File: src/design/eis_pkg.sv
// Constants shared by the external and match interrupt source block.
// Assumes a word-aligned Avalon-MM register bus with 32-bit data.
package eis_pkg;

  // ****************************************************************
  // Register map (word index; byte address is four times the index)
  // ****************************************************************
  localparam int         ADDR_W     = 6;
  localparam logic [3:0] IDX_SELECT = 4'h0;
  localparam logic [3:0] IDX_FLAGS  = 4'h1;
  localparam logic [3:0] IDX_MODE2  = 4'h2;
  localparam logic [3:0] IDX_PORT   = 4'h3;
  localparam logic [3:0] IDX_FILT6  = 4'h4;
  localparam logic [3:0] IDX_FILTN  = 4'h5;
  localparam logic [3:0] IDX_KDIR   = 4'h6;
  localparam logic [3:0] IDX_MEN    = 4'h7;
  localparam logic [3:0] IDX_MADDR0 = 4'h8;
  localparam logic [3:0] IDX_MADDR1 = 4'h9;

  // ****************************************************************
  // Sizes and field positions
  // ****************************************************************
  localparam int NUM_EXT        = 6;
  localparam int NUM_KEY        = 4;
  localparam int NUM_MATCH      = 2;
  localparam int NUM_FLAGS      = 10;
  localparam int PC_W           = 20;
  localparam int FILT_W         = 8;
  localparam int ACC_ID_W       = 4;
  localparam int FIFTH_IDX      = 4;
  localparam int SIXTH_IDX      = 5;
  localparam int SEL_FIFTH_POS  = 6;
  localparam int SEL_SIXTH_POS  = 7;
  localparam int NMI_ENABLE_POS = 4;
  localparam int NMI_LEVEL_POS  = 5;
  localparam int KEY_DIR_LSB    = 4;
  localparam int FLG_NMI        = 6;
  localparam int FLG_KEY        = 7;
  localparam int FLG_MATCH0     = 8;
  localparam int FILT_TICK_DIV  = 16;

  // ****************************************************************
  // Reset values and codes
  // ****************************************************************
  localparam logic [7:0]        SELECT_RST    = 8'h00;
  localparam logic [FILT_W-1:0] FILT_RST      = 8'h00;
  localparam logic [FILT_W-1:0] FILT_BYPASS   = 8'hff;
  localparam logic [3:0]        KDIR_RST      = 4'h0;
  localparam logic [1:0]        MEN_RST       = 2'h0;
  localparam logic [PC_W-1:0]   PC_RST        = 20'h00000;
  localparam logic [PC_W-1:0]   PC_STEP_LONG  = 20'h00002;
  localparam logic [PC_W-1:0]   PC_STEP_SHORT = 20'h00001;
  localparam logic [31:0]       READ_ZERO     = 32'h00000000;
  localparam logic              PIN_IDLE      = 1'b1;

endpackage

File: src/design/eis_edge_det.sv
// Edge detector for one synchronous level with selectable polarity.
// Assumes the level is already filtered and synchronous to clk.
`timescale 1ns/10ps
module eis_edge_det
  import eis_pkg::*;
(
  input  wire logic clk,
  input  wire logic rst,
  input  wire logic level,
  input  wire logic rise_sel,
  input  wire logic enable,
  output logic      edge_pulse
);

  logic prev;
  logic armed;
  logic next_prev;
  logic next_armed;

  // No edge on the first sample after reset, whatever the pin shows
  always_comb begin
    next_prev  = level;
    next_armed = 1'b1;
  end

  // Previous sample
  always_ff @(posedge clk) begin
    if (rst) begin
      prev  <= PIN_IDLE;
      armed <= 1'b0;
    end else begin
      prev  <= next_prev;
      armed <= next_armed;
    end
  end

  // Polarity picks rising or falling transition
  assign edge_pulse = armed & enable & (rise_sel ? (level & ~prev) : (~level & prev));

endmodule

File: src/design/eis_filter.sv
// Digital debounce filter for one pin.
// Assumes a synchronous input and a one-cycle sample tick from a divider.
`timescale 1ns/10ps
module eis_filter
  import eis_pkg::*;
(
  input  wire logic              clk,
  input  wire logic              rst,
  input  wire logic              tick,
  input  wire logic              din,
  input  wire logic [FILT_W-1:0] setting,
  output logic                   dout
);

  logic [FILT_W-1:0] cnt;
  logic [FILT_W-1:0] next_cnt;
  logic              next_dout;

  // Outside bypass, output follows only after the input differs for setting+1 ticks
  always_comb begin
    next_cnt  = cnt;
    next_dout = dout;
    if (setting == FILT_BYPASS) begin
      // Bypass keeps the pin live while the tick source is stopped
      next_dout = din;
      next_cnt  = '0;
    end else if (din == dout) begin
      next_cnt = '0;
    end else if (tick) begin
      if (cnt >= setting) begin
        next_dout = din;
        next_cnt  = '0;
      end else begin
        next_cnt = cnt + 8'h01;
      end
    end
  end

  // Filter state
  always_ff @(posedge clk) begin
    if (rst) begin
      cnt  <= '0;
      dout <= PIN_IDLE;
    end else begin
      cnt  <= next_cnt;
      dout <= next_dout;
    end
  end
endmodule

File: src/design/eis_top.sv
// External pin, key and address match interrupt sources with register slave.
// Assumes synchronous pins, an Avalon-MM master, and a core that reports
// instruction starts and accepted interrupts as one-cycle pulses.
`timescale 1ns/10ps

// How it works
// - Six pin edges raise requests, per-pin polarity
// - Fifth and sixth pins routed only when selected
// - Sixth pin passes a debounce filter first
// - NMI falling edge requests only once enabled
// - NMI request ignores every mask and priority
// - NMI off after reset; only reset disables
// - NMI pin level readable in port register
// - NMI debounced; ff setting for stop wakeup
// - Low on any input-direction key pin requests
// - Key interrupt wakes from wait or stop
// - Held-low key pin masks other key falls
// - Match request before instruction at compare address
// - Each match channel has its own enable
// - Match requests ignore I flag and priority
// - Saved PC is compare address plus two or one
// - Accepting a request clears its flag
module eis_top
  import eis_pkg::*;
#(
  parameter int TICK_DIV = FILT_TICK_DIV
) (
  input  wire logic                 clk,
  input  wire logic                 rst,
  input  wire logic [ADDR_W-1:0]    avs_address,
  input  wire logic                 avs_read,
  input  wire logic                 avs_write,
  input  wire logic [31:0]          avs_writedata,
  input  wire logic [3:0]           avs_byteenable,
  output logic      [31:0]          avs_readdata,
  output logic                      avs_waitrequest,
  input  wire logic [NUM_EXT-1:0]   ext_irq_input,
  input  wire logic                 nmi_shared_port_pin,
  input  wire logic [NUM_KEY-1:0]   key_input_pins,
  input  wire logic                 fetch_valid,
  input  wire logic [PC_W-1:0]      fetch_addr,
  input  wire logic                 fetch_long_form,
  input  wire logic                 irq_accept,
  input  wire logic [ACC_ID_W-1:0]  irq_accept_id,
  output logic      [NUM_FLAGS-1:0] request_flag,
  output logic                      wakeup_req,
  output logic      [PC_W-1:0]      match_saved_pc
);

  // ****************************************************************
  // Register state
  // ****************************************************************
  logic [7:0]           ext_irq_select_reg;
  logic [FILT_W-1:0]    sixth_input_filter_reg;
  logic [FILT_W-1:0]    nmi_filter_reg;
  logic                 nmi_enable_bit;
  logic [NUM_KEY-1:0]   key_pin_direction_bits;
  logic [NUM_MATCH-1:0] match_enable_reg;
  logic [PC_W-1:0]      match_compare_addr [NUM_MATCH];

  logic [7:0]           next_select;
  logic [FILT_W-1:0]    next_filt6;
  logic [FILT_W-1:0]    next_filtn;
  logic                 next_nmi_en;
  logic [NUM_KEY-1:0]   next_kdir;
  logic [NUM_MATCH-1:0] next_men;
  logic [PC_W-1:0]      next_maddr [NUM_MATCH];
  logic [31:0]          next_readdata;
  logic                 next_waitrequest;

  logic                 wr_go;
  logic [3:0]           reg_idx;
  logic [NUM_FLAGS-1:0] sw_clear;

  // Merge written bytes into an old value by byte enable
  function automatic logic [31:0] merge(input logic [31:0] old_val,
                                        input logic [31:0] wdata,
                                        input logic [3:0]  be);
    logic [31:0] res;
    res = old_val;
    for (int b = 0; b < 4; b++) begin
      if (be[b]) begin
        res[8*b +: 8] = wdata[8*b +: 8];
      end
    end
    return res;
  endfunction

  // ****************************************************************
  // Avalon-MM slave: one wait cycle, then the access completes
  // ****************************************************************
  assign reg_idx = avs_address[ADDR_W-1:2];
  assign wr_go   = avs_write & ~avs_waitrequest;

  // Register writes and read mux
  always_comb begin
    next_select      = ext_irq_select_reg;
    next_filt6       = sixth_input_filter_reg;
    next_filtn       = nmi_filter_reg;
    next_nmi_en      = nmi_enable_bit;
    next_kdir        = key_pin_direction_bits;
    next_men         = match_enable_reg;
    next_maddr       = match_compare_addr;
    sw_clear         = '0;
    next_readdata    = avs_readdata;
    // Waitrequest drops for exactly one cycle per access
    next_waitrequest = ~((avs_read | avs_write) & avs_waitrequest);
    if (wr_go) begin
      unique case (reg_idx)
        IDX_SELECT: next_select = 8'(merge({24'h0, ext_irq_select_reg}, avs_writedata,
                                           avs_byteenable));
        IDX_FLAGS:  if (avs_byteenable[0]) begin
          sw_clear[7:0] = avs_writedata[7:0];
          if (avs_byteenable[1]) begin
            sw_clear[NUM_FLAGS-1:8] = avs_writedata[NUM_FLAGS-1:8];
          end
        end else if (avs_byteenable[1]) begin
          sw_clear[NUM_FLAGS-1:8] = avs_writedata[NUM_FLAGS-1:8];
        end
        // Set-only: a write of 0 cannot turn the NMI back off
        IDX_MODE2:  if (avs_byteenable[0] && avs_writedata[NMI_ENABLE_POS]) begin
          next_nmi_en = 1'b1;
        end
        IDX_FILT6:  if (avs_byteenable[0]) begin
          next_filt6 = avs_writedata[FILT_W-1:0];
        end
        IDX_FILTN:  if (avs_byteenable[0]) begin
          next_filtn = avs_writedata[FILT_W-1:0];
        end
        IDX_KDIR:   if (avs_byteenable[0]) begin
          next_kdir = avs_writedata[KEY_DIR_LSB +: NUM_KEY];
        end
        IDX_MEN:    if (avs_byteenable[0]) begin
          next_men = avs_writedata[NUM_MATCH-1:0];
        end
        IDX_MADDR0: next_maddr[0] = PC_W'(merge({12'h0, match_compare_addr[0]}, avs_writedata,
                                                avs_byteenable));
        IDX_MADDR1: next_maddr[1] = PC_W'(merge({12'h0, match_compare_addr[1]}, avs_writedata,
                                                avs_byteenable));
        default: ;
      endcase
    end
    // Read data is captured while waitrequest is high, stands at completion
    if (avs_read && avs_waitrequest) begin
      unique case (reg_idx)
        IDX_SELECT: next_readdata = {24'h0, ext_irq_select_reg};
        IDX_FLAGS:  next_readdata = {22'h0, request_flag};
        IDX_MODE2:  next_readdata = {27'h0, nmi_enable_bit, 4'h0};
        IDX_PORT:   next_readdata = {26'h0, nmi_shared_port_pin, 5'h00};
        IDX_FILT6:  next_readdata = {24'h0, sixth_input_filter_reg};
        IDX_FILTN:  next_readdata = {24'h0, nmi_filter_reg};
        IDX_KDIR:   next_readdata = {24'h0, key_pin_direction_bits, 4'h0};
        IDX_MEN:    next_readdata = {30'h0, match_enable_reg};
        IDX_MADDR0: next_readdata = {12'h0, match_compare_addr[0]};
        IDX_MADDR1: next_readdata = {12'h0, match_compare_addr[1]};
        default:    next_readdata = READ_ZERO;
      endcase
    end
  end

  // Register file and bus handshake
  always_ff @(posedge clk) begin
    if (rst) begin
      ext_irq_select_reg     <= SELECT_RST;
      sixth_input_filter_reg <= FILT_RST;
      nmi_filter_reg         <= FILT_RST;
      nmi_enable_bit         <= 1'b0;
      key_pin_direction_bits <= KDIR_RST;
      match_enable_reg       <= MEN_RST;
      match_compare_addr[0]  <= PC_RST;
      match_compare_addr[1]  <= PC_RST;
      avs_readdata           <= READ_ZERO;
      avs_waitrequest        <= 1'b1;
    end else begin
      ext_irq_select_reg     <= next_select;
      sixth_input_filter_reg <= next_filt6;
      nmi_filter_reg         <= next_filtn;
      nmi_enable_bit         <= next_nmi_en;
      key_pin_direction_bits <= next_kdir;
      match_enable_reg       <= next_men;
      match_compare_addr     <= next_maddr;
      avs_readdata           <= next_readdata;
      avs_waitrequest        <= next_waitrequest;
    end
  end

  // ****************************************************************
  // Filter tick divider and debounce filters
  // ****************************************************************
  logic [15:0] tick_cnt;
  logic [15:0] next_tick_cnt;
  logic        tick;
  logic        sixth_filtered;
  logic        nmi_filtered;

  // One-cycle tick every TICK_DIV clocks
  always_comb begin
    tick          = (tick_cnt == 16'(TICK_DIV - 1));
    next_tick_cnt = tick ? '0 : tick_cnt + 16'h0001;
  end

  always_ff @(posedge clk) begin
    if (rst) begin
      tick_cnt <= '0;
    end else begin
      tick_cnt <= next_tick_cnt;
    end
  end

  eis_filter u_filt_sixth (
    .clk     (clk),
    .rst     (rst),
    .tick    (tick),
    .din     (ext_irq_input[SIXTH_IDX]),
    .setting (sixth_input_filter_reg),
    .dout    (sixth_filtered)
  );

  eis_filter u_filt_nmi (
    .clk     (clk),
    .rst     (rst),
    .tick    (tick),
    .din     (nmi_shared_port_pin),
    .setting (nmi_filter_reg),
    .dout    (nmi_filtered)
  );

  // ****************************************************************
  // Edge detection for pins, NMI and the key group
  // ****************************************************************
  logic [NUM_EXT-1:0] ext_level;
  logic [NUM_EXT-1:0] ext_route;
  logic [NUM_EXT-1:0] ext_edge;
  logic               nmi_edge;
  logic               key_low;
  logic               key_edge;

  // Sixth pin uses its filtered level; fifth and sixth need their select
  always_comb begin
    ext_level            = ext_irq_input;
    ext_level[SIXTH_IDX] = sixth_filtered;
    ext_route            = {NUM_EXT{1'b1}};
    ext_route[FIFTH_IDX] = ext_irq_select_reg[SEL_FIFTH_POS];
    ext_route[SIXTH_IDX] = ext_irq_select_reg[SEL_SIXTH_POS];
  end

  for (genvar i = 0; i < NUM_EXT; i++) begin : g_ext
    eis_edge_det u_edge (
      .clk        (clk),
      .rst        (rst),
      .level      (ext_level[i]),
      .rise_sel   (ext_irq_select_reg[i]),
      .enable     (ext_route[i]),
      .edge_pulse (ext_edge[i])
    );
  end

  eis_edge_det u_edge_nmi (
    .clk        (clk),
    .rst        (rst),
    .level      (nmi_filtered),
    .rise_sel   (1'b0),
    .enable     (nmi_enable_bit),
    .edge_pulse (nmi_edge)
  );

  // Wired-AND of input-direction pins: one held low hides the others
  assign key_low = |(~key_input_pins & ~key_pin_direction_bits);

  eis_edge_det u_edge_key (
    .clk        (clk),
    .rst        (rst),
    .level      (~key_low),
    .rise_sel   (1'b0),
    .enable     (1'b1),
    .edge_pulse (key_edge)
  );

  // ****************************************************************
  // Address match and request flags
  // ****************************************************************
  logic [NUM_MATCH-1:0] match_hit;
  logic [NUM_FLAGS-1:0] flag_set;
  logic [NUM_FLAGS-1:0] flag_clr;
  logic [NUM_FLAGS-1:0] next_flag;
  logic [PC_W-1:0]      next_saved_pc;
  logic                 next_wakeup;

  // Compare at instruction start; channel 0 wins the saved PC on a tie
  always_comb begin
    next_saved_pc = match_saved_pc;
    for (int m = 0; m < NUM_MATCH; m++) begin
      match_hit[m] = fetch_valid & match_enable_reg[m]
                     & (fetch_addr == match_compare_addr[m]);
    end
    for (int m = NUM_MATCH - 1; m >= 0; m--) begin
      if (match_hit[m]) begin
        next_saved_pc = match_compare_addr[m] +
                        (fetch_long_form ? PC_STEP_LONG : PC_STEP_SHORT);
      end
    end
  end

  // Sticky flags: a new event beats a clear in the same cycle
  always_comb begin
    flag_set                           = '0;
    flag_set[NUM_EXT-1:0]              = ext_edge;
    flag_set[FLG_NMI]                  = nmi_edge;
    flag_set[FLG_KEY]                  = key_edge;
    flag_set[FLG_MATCH0 +: NUM_MATCH]  = match_hit;
    flag_clr                           = sw_clear;
    if (irq_accept && (32'(irq_accept_id) < NUM_FLAGS)) begin
      flag_clr[irq_accept_id] = 1'b1;
    end
    next_flag   = flag_set | (request_flag & ~flag_clr);
    // Wake request follows the key flag so wait and stop both exit
    next_wakeup = next_flag[FLG_KEY];
  end

  // Flags, wakeup and saved PC
  always_ff @(posedge clk) begin
    if (rst) begin
      request_flag   <= '0;
      wakeup_req     <= 1'b0;
      match_saved_pc <= PC_RST;
    end else begin
      request_flag   <= next_flag;
      wakeup_req     <= next_wakeup;
      match_saved_pc <= next_saved_pc;
    end
  end
endmodule

File: config.mk
export PLATFORM = sky130hd
export DESIGN_NAME = eis_top
export DESIGN_NICKNAME = d
export VERILOG_FILES = /design/src/design/eis_pkg.sv /design/src/design/eis_edge_det.sv /design/src/design/eis_filter.sv /design/src/design/eis_top.sv
export SDC_FILE = /design/constraint.sdc
export NUM_CORES = 1
export LEC_CHECK = 0
export BUFFER_PORTS_ARGS = -buffer_cell sky130_fd_sc_hd__buf_2
export CAP_MARGIN = 20
export CORE_MARGIN = 4
export CORE_UTILIZATION = 54
export CTS_BUF_LIST = sky130_fd_sc_hd__clkbuf_2 sky130_fd_sc_hd__clkbuf_4 sky130_fd_sc_hd__clkbuf_8
export DETAILED_ROUTE_END_ITERATION = 12
export PLACE_DENSITY = 0.87
export SYNTH_ARGS = -nofsm -noshare
export SYNTH_HDL_FRONTEND = slang
export SYNTH_HIERARCHICAL = 1
export SYNTH_SLANG_ARGS = --single-unit
File: constraint.sdc
create_clock -name clk -period 2.4 [get_ports clk]
set_input_delay 0.48 -clock clk [delete_from_list [all_inputs] [get_ports clk]]
set_output_delay 0.48 -clock clk [all_outputs]
set_load 0.05 [all_outputs]
## Yosys cells after proc, flatten, opt, wreduce, memory -nomap -nowiden

Cells that the tools add are included.

| operators by class | value |
|---|---|
| add/sub/neg operators | 5 |
| $mul | 0 |
| divide/modulo/power cells | 0 |
| magnitude comparators | 5 |
| equality and inequality tests | 18 |
| shift-type cells | 0 |
| mux-type cells | 28 |
| bitwise logic cells | 55 |
| reductions and logical operators | 28 |

Operator list:

| cell | number |
|---|---|
| 20-bit case mux with 10 select lines | 1 |
| 3-bit AND reduction | 14 |
| 20-bit equality test | 2 |
| 20-bit 2-to-1 mux | 2 |
| 1-bit AND | 31 |
| 10-bit 2-to-1 mux | 3 |
| 8-bit 2-to-1 mux | 3 |
| 20-bit by 2-bit adder with 20-bit output | 1 |
| 20-bit adder | 1 |
| 10-bit OR | 2 |
| 16-bit by 1-bit adder with 16-bit output (second input constant) | 1 |
| 8-bit by 1-bit adder with 8-bit output (second input constant) | 2 |
| 16-bit by 4-bit equality test with 1-bit output (second input constant) | 1 |
| 4-bit by 3-bit equality test with 1-bit output (second input constant) | 4 |
| 8-bit equality test (second input constant) | 2 |
| 8-bit greater-or-equal comparator | 2 |
| 1-bit 2-to-1 mux | 16 |
| 1-bit inverter | 16 |
| 10-bit AND | 1 |
| 10-bit inverter | 1 |
| 2-bit nonzero test | 5 |
| 4-bit by 2-bit equality test with 1-bit output (second input constant) | 2 |
| 4-bit equality test (second input constant) | 2 |
| 4-bit inverter | 2 |
| other kinds (15) | 22 |

| word-level totals | value |
|---|---|
| register bits after elaboration | 178 |
| latch bits | 0 |
| memory bits (writable) | 0 |
| ROM bits | 0 |
| output and inout bits | 64 |
| word-level logic and storage cells | 170 |
| memories | 0 |

## Longest topological paths before layout

Gate-level depths: netlist of run 1.

| logic depth | value |
|---|---|
| depth after elaboration | 9 |
| depth in mapped cells | 10 |
| depth with buffers taken out | 9 |

## Modules after synthesis

Netlist of run 1, hierarchy kept.

Modules (own cells, without submodules):

| module | times used | cells an instance | area each (um2) |
|---|---|---|---|
| eis_top | 1 | 929 | 7657.3 |
| eis_filter | 2 | 75 | 620.6 |
| eis_edge_det | 8 | 8 | 78.8 |

## Least setup slack after synthesis of run 1

Ideal clock, no wire load.

| timing path | value |
|---|---|
| path kind | input port to flip-flop |
| start | in fetch_long_form |
| end | reg match_saved_pc[16] |
| library setup time | 129 ps |
| data arrival time | 2450 ps |
| required time | 2271 ps |
| slack | -179 ps |
| stages | 10 |
| buffers on the path | 1 |
| cell sequence | inv_1 ha_1 inv_1 fa_1 and3b_1 buf_2 nand4_1 o31a_1 o41ai_1 a31oi_1 |

| on the way | value |
|---|---|
| longest elaborated chain between the ends | 4 |
| elaborated cells on any way between the ends | 5 |

Ends and longest elaborated chain:

| element | line | text |
|---|---|---|
| start: declaration | eis_top.sv:42 | `input wire logic fetch_long_form,` |
| 2-bit 2-to-1 mux (*) | eis_top.sv:299 | `(fetch_long_form ? PC_STEP_LONG : PC_STEP_SHORT);` |
| 20-bit adder | eis_top.sv:298 | `next_saved_pc = match_compare_addr[m] +` |
| 20-bit 2-to-1 mux | eis_top.sv:297 | `if (match_hit[m]) begin` |
| 20-bit 2-to-1 mux (*) | eis_top.sv:297 |  |
| end signal: assignment | eis_top.sv:329 | `match_saved_pc <= next_saved_pc;` |
| end: declaration | eis_top.sv:47 | `output logic [PC_W-1:0] match_saved_pc` |

Every way passes the cells marked *; elsewhere a longest branch is shown, timed or not. The select of a mux whose other input is x is not followed.
A chain may end at the register's enable or synchronous reset.

## Worst setup path after layout of run 1

| timing path | value |
|---|---|
| start | reg match_compare_addr[20] (netlist bit) |
| end | reg match_saved_pc[14] |

| on the way | value |
|---|---|
| longest elaborated chain between the ends | 3 |
| elaborated cells on any way between the ends | 5 |

Ends and longest elaborated chain:

| element | line | text |
|---|---|---|
| start: declaration | eis_top.sv:59 | `logic [PC_W-1:0] match_compare_addr [NUM_MATCH];` |
| start signal: assignment | eis_top.sv:181 | `match_compare_addr <= next_maddr;` |
| branches (longest 3 deep; another with 20-bit by 2-bit adder with 20-bit output) | n/a |  |

Several ways; the timed one is not identified.

==> results of run 1 <==
power groups by stage:
stage / clock (mW) / sequential [mW] / combinational (mW)
3_5_place_dp: 0 / 2.96 / 0.447
3_3_place_gp: 0 / 2.96 / 0.443
2_1_floorplan: 0 / 2.97 / 0.262
6_report: 2.05 / 2.90 / 0.463
4_1_cts: 2.06 / 2.90 / 0.451
5_1_grt: 2.18 / 2.90 / 0.493
cells in the mapped netlist, types with 8 or more instances:
master and number:
dfxtp_1 172, nor2_1 140, nand2_1 83, a21oi_1 67, nand3_1 62, clkbuf_1 50, xor2_1 50, mux2i_1 45
inv_1 42, xnor2_1 39, a22oi_1 29, buf_2 28, nor4_1 26, nor3_1 24, ha_1 23, o21ai_0 21
a31oi_1 19, nand4_1 17, buf_4 13, nand3b_1 12, o211ai_1 11, a21oi_2 10, and3_1 10, or2_2 10
a311oi_2 9, and4_1 9, o21ai_1 8, or3b_1 8
final cells by class:
type	instances	area, µm²	area share
clock buffer	18	248	0.0228
timing repair buffer	176	1060	0.0975
antenna	1	2.50	0.000230
tap	225	282	0.0259
inverter	42	161	0.0148
multi-input combinational	848	5540	0.509
clock inverter	14	145	0.0133
sequential	172	3440	0.317
critical path: cells and delay by family (launching register included):
| family | cells | cell delay, ns |
|---|---|---|
| AO/OA/AOI/OAI | 3 | 0.69 |
| adder cells (fa/ha/maj) | 2 | 0.49 |
| buffers and inverters | 1 | 0.04 |
| flip-flops | 1 | 0.40 |
| AND/OR/NAND/NOR | 2 | 0.51 |
worst max-delay path by stage:
stage	cells after the start	slack, ns	end	start
6_report	8	0.14	match_saved_pc[14]	match_compare_addr[20]
5_1_grt	8	0.002	match_saved_pc[14]	match_compare_addr[20]
4_1_cts	7	0.11	match_saved_pc[14]	match_compare_addr[21]
2_1_floorplan	10	0.02	match_saved_pc[14]	fetch_long_form
3_3_place_gp	10	-0.12	match_saved_pc[18]	fetch_long_form
3_5_place_dp	10	-0.16	match_saved_pc[18]	fetch_long_form
layer usage:
layer / vias to the layer above / global-route usage / wire, µm
li1: 4245 / - / -
met1: 4225 / 0.375 / 11800
met2: 506 / 0.443 / 12700
met3: 86 / 0.0689 / 2900
met4: 2 / 0.123 / 1150
met5: - / 0 / 17
cells in the final DEF (no fill, tap or decap), types with 11 or more instances in the layout:
| cell | instances |
|---|---|
| o21ai_0 | 21 |
| a22oi_1 | 29 |
| a21oi_1 | 67 |
| nand3b_1 | 12 |
| nor2_1 | 140 |
| buf_4 | 54 |
| nand2_1 | 83 |
| ha_1 | 22 |
| xnor2_1 | 39 |
| nor3_1 | 24 |
| nand4_1 | 17 |
| buf_2 | 119 |
| dfxtp_1 | 171 |
| nor4_1 | 26 |
| nand3_1 | 62 |
| inv_1 | 41 |
| conb_1 | 21 |
| a31oi_1 | 19 |
| clkbuf_8 | 18 |
| xor2_1 | 50 |
| mux2i_1 | 45 |
| o211ai_1 | 11 |
stage by stage:
stage                     power [mW]  setup slack [ns]  setup TNS (ns)  cells
after global placement          3.41            -0.120          -0.368   1463
final                           5.41             0.142               0   1496
after floorplan                 3.24            0.0239               0   1162
after CTS                       5.41             0.107               0   1495
after global routing            5.57           0.00157               0   1496
after detailed placement        3.41            -0.161          -0.712   1463
logic make-up after synthesis:
kind of cell / count (synthesis)
simple gates: 447
mux: 45
other cells: 2
flops: 172
buf+inv: 142
fa+ha+maj: 25
compound gates: 220
xor+xnor: 90
==> flow_metrics.py, run 1 <==
metrics = {
    "clock_network": {
        "numCtsBuffers": 17,
        "cts_tree": "done",
        "cts_max_path_buffers": 2,
        "cts_root_buffer": "clkbuf_8",
        "cts_setup_buffers": 0,
        "clkTransAtPathRegs_ns": 0.10,
        "cts_hold_buffers": 0,
        "cts.repair.resized": 0,
        "numClockSinks": 172,
        "clkLatencyLatePin_ns": 0.49,
        "htreeDepth": 4,
    },
    "logic_synthesis": {
        "synthFlopType": "dfxtp_1",
        "yosysUniqueCellTypes": 70,
        "synth_compound_area_frac": 0.160,
        "yosysWarnings": 6,
        "ys_seq_elements": 172,
        "yosys.area_share.simple": 0.243,
        "synthCells": 1143,
        "synth_top_family_by_area": "simple AND/OR/NAND/NOR gates",
        "synthMuxAreaShare": 0.0473,
        "avgSynthCellArea_um2": 8.34,
        "synthAdderAreaFrac": 0.0344,
        "synthXorXnorAreaFrac": 0.0835,
        "ys_seq_area_frac": 0.361,
        "synth.top_cells.by_area": "dfxtp_1 36%, nor2_1 5.5%, mux2i_1 4.7%, xor2_1 4.6%, xnor2_1 3.6%",
        "async_flop_share": 0,
        "yosysTopAreaCell": "dfxtp_1",
        "synth_top_area_share": 0.361,
        "synth_edf_count": 0,
        "netlist_area_um2": 9530,
    },
    "timing": {
        "rsz0062_at_grt": "no",
        "fin_skew_ns": 0.0219,
        "hold_slack_ns": 0.208,
        "fin_crit_ns": 2.26,
        "setup_viol": 0,
        "max_freq_ghz": 0.443,
        "final-hold-violation-count": 0,
        "worst_slew_pin_slew_ns": 0.718,
        "fin_crit_sh": 0.941,
        "finalMaxSlewViolations": 0,
        "maxSlewHeadroom": 0.520,
    },
    "finish": {
        "drive_gt1_frac": 0.206,
        "regMostFlops": "match_compare_addr",
        "top_regs": "match_compare_addr: 40 flops, avs_readdata: 20 flops, match_saved_pc: 20 flops",
        "postLayoutCellArea_um2": 10900,
        "post-route-util": 0.629,
        "fill_cells": 1504,
        "fin_nets": 1366,
        "largest_register_ffs": 40,
        "syn_to_final_growth_pct": 14.2,
    },
    "status": {
        "status": "completed",
    },
    "grt": {
        "grt_max_degree": 65,
        "antenna_found_initial": 2,
        "grt_pass1_vias": 8368,
        "grt-ovfl-total": 0,
        "grt_usage": 0.284,
        "grt_pass1_wl_mm": 44.6,
    },
    "route": {
        "detail_route.vias_per_cell": 6.06,
        "drt_first_pass_iters": 6,
        "wl_per_cell_um": 19.1,
        "drt_iter0_drc": 881,
        "routed_wl_mm": 28.6,
        "vias": 9064,
        "drc": 0,
        "ant_nets": 0,
    },
    "die": {
        "pin_count": 148,
        "dieArea_um2": 19800,
        "rows": 48,
        "die_h_um": 141,
        "core_um2": 17300,
        "start_util": 0.551,
        "die-width_um": 141,
    },
    "worst_setup_path": {
        "worst_setup_path_end_kind": "flip-flop",
        "timing.rr.end": "match_saved_pc[14]",
        "cp_cell_sequence": "ha_4, inv_1, fa_2, and3b_1, nand4_1, o31a_1, o41ai_1, a31oi_1",
        "r2r_slack_ns": 0.14,
        "cp_max_fo": 6,
        "r2r-start": "match_compare_addr[20]",
        "required_ns": 2.75,
        "worst_setup_path_start_kind": "flip-flop",
        "crit_arrival_ns": 2.61,
        "r2r_cells": 8,
        "path_class": "flip-flop to flip-flop",
        "slowest_stage": "dfxtp_1",
        "slowest_delay_ns": 0.40,
    },
    "hold_path": {
        "hold-path-cell-count": 2,
        "min_to": "g_ext[2].u_edge/prev",
        "hold_class": "input port to flip-flop",
        "min-delay-start": "ext_irq_input[2]",
    },
    "placed_design": {
        "dpl.hpwl_mm": 21.3,
        "portBuffers": 120,
        "place_area_um2": 10500,
        "gp_congestion": 0.975,
    },
    "power": {
        "power_frac_comb": 0.086,
        "p_sw_frac": 0.294,
        "vdd_drop_max_mv": 0.365,
        "leakagePower_nw": 4.07,
        "p_int_mw": 3.82,
        "p_switching_mw": 1.59,
        "power.density_nw_per_um2": 497,
        "pwr-share-seq": 0.536,
        "clockPowerShare": 0.379,
    },
    "job": {
        "drv_cap": 0,
    },
}
Power figures use the tool's default switching activity.
==> run 2, diff against run 1 <==
- ABC_AREA: not set -> 1
==> run 2 against run 1 <==
Net effect: critical path depth increased by 3; final area increased by 5.1%; synthesized area increased by 4.9%; die area increased by 4.6%; worst setup slack improved by 0.067 ns; final cell count increased by 30%; register-to-register slack improved by 0.07 ns; highest routed layer is now met4; count of clock-buffer cells in the layout decreased by 1; core utilization increased by 0.30 points; sequential power about the same.
==> flow_metrics.py, run 2 <==
metrics = {
    "timing": {
        "fin_tns_setup_ns": 0,
        "worst_slack_ns": 0.209,
        "max_freq_ghz": 0.456,
        "final-hold-violation-count": 0,
        "hold_slack_ns": 0.188,
        "fin_crit_sh": 0.913,
        "worst_slew_pin_slew_ns": 0.818,
        "fin_crit_ns": 2.19,
        "rsz0062_at_grt": "no",
        "setup_viol": 0,
        "finalMaxSlewViolations": 0,
        "fin_skew_ns": 0.0159,
        "maxSlewHeadroom": 0.454,
    },
    "clock_network": {
        "clkTransAtPathRegs_ns": 0.10,
        "numClockSinks": 172,
        "htreeDepth": 4,
        "cts_setup_buffers": 0,
        "numCtsBuffers": 17,
        "clkLatencyLatePin_ns": 0.49,
        "cts_tree": "done",
        "cts_max_path_buffers": 2,
        "cts_root_buffer": "clkbuf_8",
    },
    "finish": {
        "drive_gt1_frac": 0.146,
        "diodes": 0,
        "final_common_cell": "nand2_1",
        "regMostFlops": "match_compare_addr",
        "largest_register_ffs": 40,
        "fill_cells": 1697,
        "final_cell_mix": "424 x nand2_1, 209 x inv_1, 180 x nor2_1, 171 x dfxtp_1, 120 x buf_2",
        "top_regs": "match_compare_addr: 40 flops, avs_readdata: 20 flops, match_saved_pc: 20 flops",
        "syn_to_final_growth_pct": 14.4,
        "fin_nets": 1814,
    },
    "die": {
        "pin_count": 148,
        "die-width_um": 144,
        "rows": 49,
        "core_um2": 18100,
        "dieArea_um2": 20700,
        "die_h_um": 144,
        "start_util": 0.553,
    },
    "power": {
        "clockPowerShare": 0.394,
        "p_switching_mw": 1.63,
        "leakagePower_nw": 5.22,
        "p_sw_frac": 0.290,
        "vdd_drop_max_mv": 0.396,
        "power.density_nw_per_um2": 491,
        "power_frac_comb": 0.090,
        "p_int_mw": 3.98,
        "pwr-share-seq": 0.517,
    },
    "placed_design": {
        "place_ws_ns": -0.111,
        "portBuffers": 120,
        "dpl.hpwl_mm": 27.0,
        "gp_congestion": 1.04,
    },
    "logic_synthesis": {
        "synthFlopType": "dfxtp_1",
        "avgSynthCellArea_um2": 6.44,
        "synth_top_area_share": 0.345,
        "yosysUniqueCellTypes": 49,
        "yosysWarnings": 6,
        "yosysMostFrequentCell": "nand2_1",
        "synthCells": 1552,
        "synth_edf_count": 0,
        "ys_seq_elements": 172,
        "async_flop_share": 0,
        "netlist_area_um2": 9990,
        "synth.top_cells.by_area": "dfxtp_1 34%, nand2_1 16%, inv_1 7.9%, nor2_1 6.8%, a21oi_1 5.8%",
        "ys_seq_area_frac": 0.345,
        "synth.top_cells.by_count": "424 x nand2_1, 209 x inv_1, 181 x nor2_1, 172 x dfxtp_1, 115 x a21oi_1",
        "yosysTopAreaCell": "dfxtp_1",
    },
    "worst_setup_path": {
        "cp_max_fo": 5,
        "crit_arrival_ns": 2.57,
        "worst_setup_path_end_kind": "flip-flop",
        "required_ns": 2.77,
        "path_class": "flip-flop to flip-flop",
        "worst_setup_path_start_kind": "flip-flop",
    },
    "grt": {
        "antenna_found_initial": 0,
        "grt_max_degree": 68,
        "grt-ovfl-total": 0,
        "grt_pass1_wl_mm": 53.1,
        "grt_usage": 0.331,
        "grt_pass1_vias": 10200,
    },
    "route": {
        "routed_wl_mm": 34.4,
        "drt_first_pass_iters": 6,
        "vias": 10800,
        "detail_route.vias_per_cell": 5.57,
        "drt_iter0_drc": 935,
        "drc": 0,
        "ant_nets": 0,
        "wl_per_cell_um": 17.7,
    },
    "hold_path": {
        "hold_class": "input port to flip-flop",
    },
    "status": {
        "status": "completed",
    },
    "job": {
        "drv_cap": 0,
    },
}
==> run 2: worst max-delay path, stage by stage (launching register included) <==
cell and delay [ns]:
dfxtp_1 0.42, ha_1 0.22, inv_1 0.06, fa_1 0.42
nor2_1 0.16, nand2_1 0.12, nor2_2 0.29, nand3_1 0.11
nand3_1 0.10, nand2_1 0.05, nor2_1 0.08, nor2_1 0.05
==> run 2: cell families (layout without fill, tap and decap cells) <==
logic type | Yosys count | in the layout | share of synthesized area
xor gates and xnor gates | 38 | 38 | 0.0333
adders and majority gates | 25 | 25 | 0.0328
other | 2 | 21 | 0.000752
buffers and inverters | 273 | 420 | 0.113
DFF | 172 | 172 | 0.345
and+or+nand+nor | 780 | 780 | 0.329
AOI/OAI and AO/OA | 262 | 262 | 0.147
==> run 2: per-layer routing <==
metal  GRT usage  routed length [µm]  vias up
met1       0.410               13800     4947
met5           0                   0        -
li1            -                   -     5247
met4       0.185                2060        0
met2       0.548               15800      534
met3      0.0546                2750      121
==> run 2: layout make-up <==
class / count / area, µm² / area share
clock buffer: 17 / 234 / 0.0205
tap: 229 / 287 / 0.0251
sequential: 172 / 3440 / 0.301
clock inverter: 15 / 184 / 0.0161
multi-input combinational: 1126 / 5510 / 0.482
inverter: 222 / 833 / 0.0729
timing repair buffer: 166 / 946 / 0.0827
==> run 2: power groups by stage <==
stage               logic (mW)  clock network, mW  registers [mW]
finish                   0.503               2.21            2.90
global route             0.550               2.34            2.90
CTS                      0.493               2.23            2.90
detailed placement       0.490                  0            2.97
global placement         0.484                  0            2.97
floorplan                0.295                  0            2.98
==> run 2: worst paths after layout <==
check	start	to	slack, ns	cells past startpoint
setup / recovery	match_compare_addr[0]	match_saved_pc[14]	0.21	11
setup reg to reg	match_compare_addr[0]	match_saved_pc[14]	0.21	11
hold reg to reg	tick_cnt[0]	tick_cnt[0]	0.46	1
hold / removal	ext_irq_input[4]	g_ext[4].u_edge/prev	0.19	3
==> run 2: metrics by stage <==
| step | power, mW | utilization | instances | instance area, µm² |
|---|---|---|---|---|
| 2_1_floorplan | 3.27 | - | 1571 | 10100 |
| 3_3_place_gp | 3.45 | 0.609 | 1915 | 11000 |
| 3_5_place_dp | 3.46 | 0.609 | 1915 | 11000 |
| 4_1_cts | 5.62 | 0.632 | 1947 | 11400 |
| 5_1_grt | 5.80 | 0.632 | 1947 | 11400 |
| 6_report | 5.62 | 0.632 | 1947 | 11400 |
==> run 2: what timing repair did <==
| action | in CTS | in global routing |
|---|---|---|
| hold buffers | 0 | 0 |
| resized for setup | 0 | 2 |
| endpoints found under the setup margin | 0 | 1 |
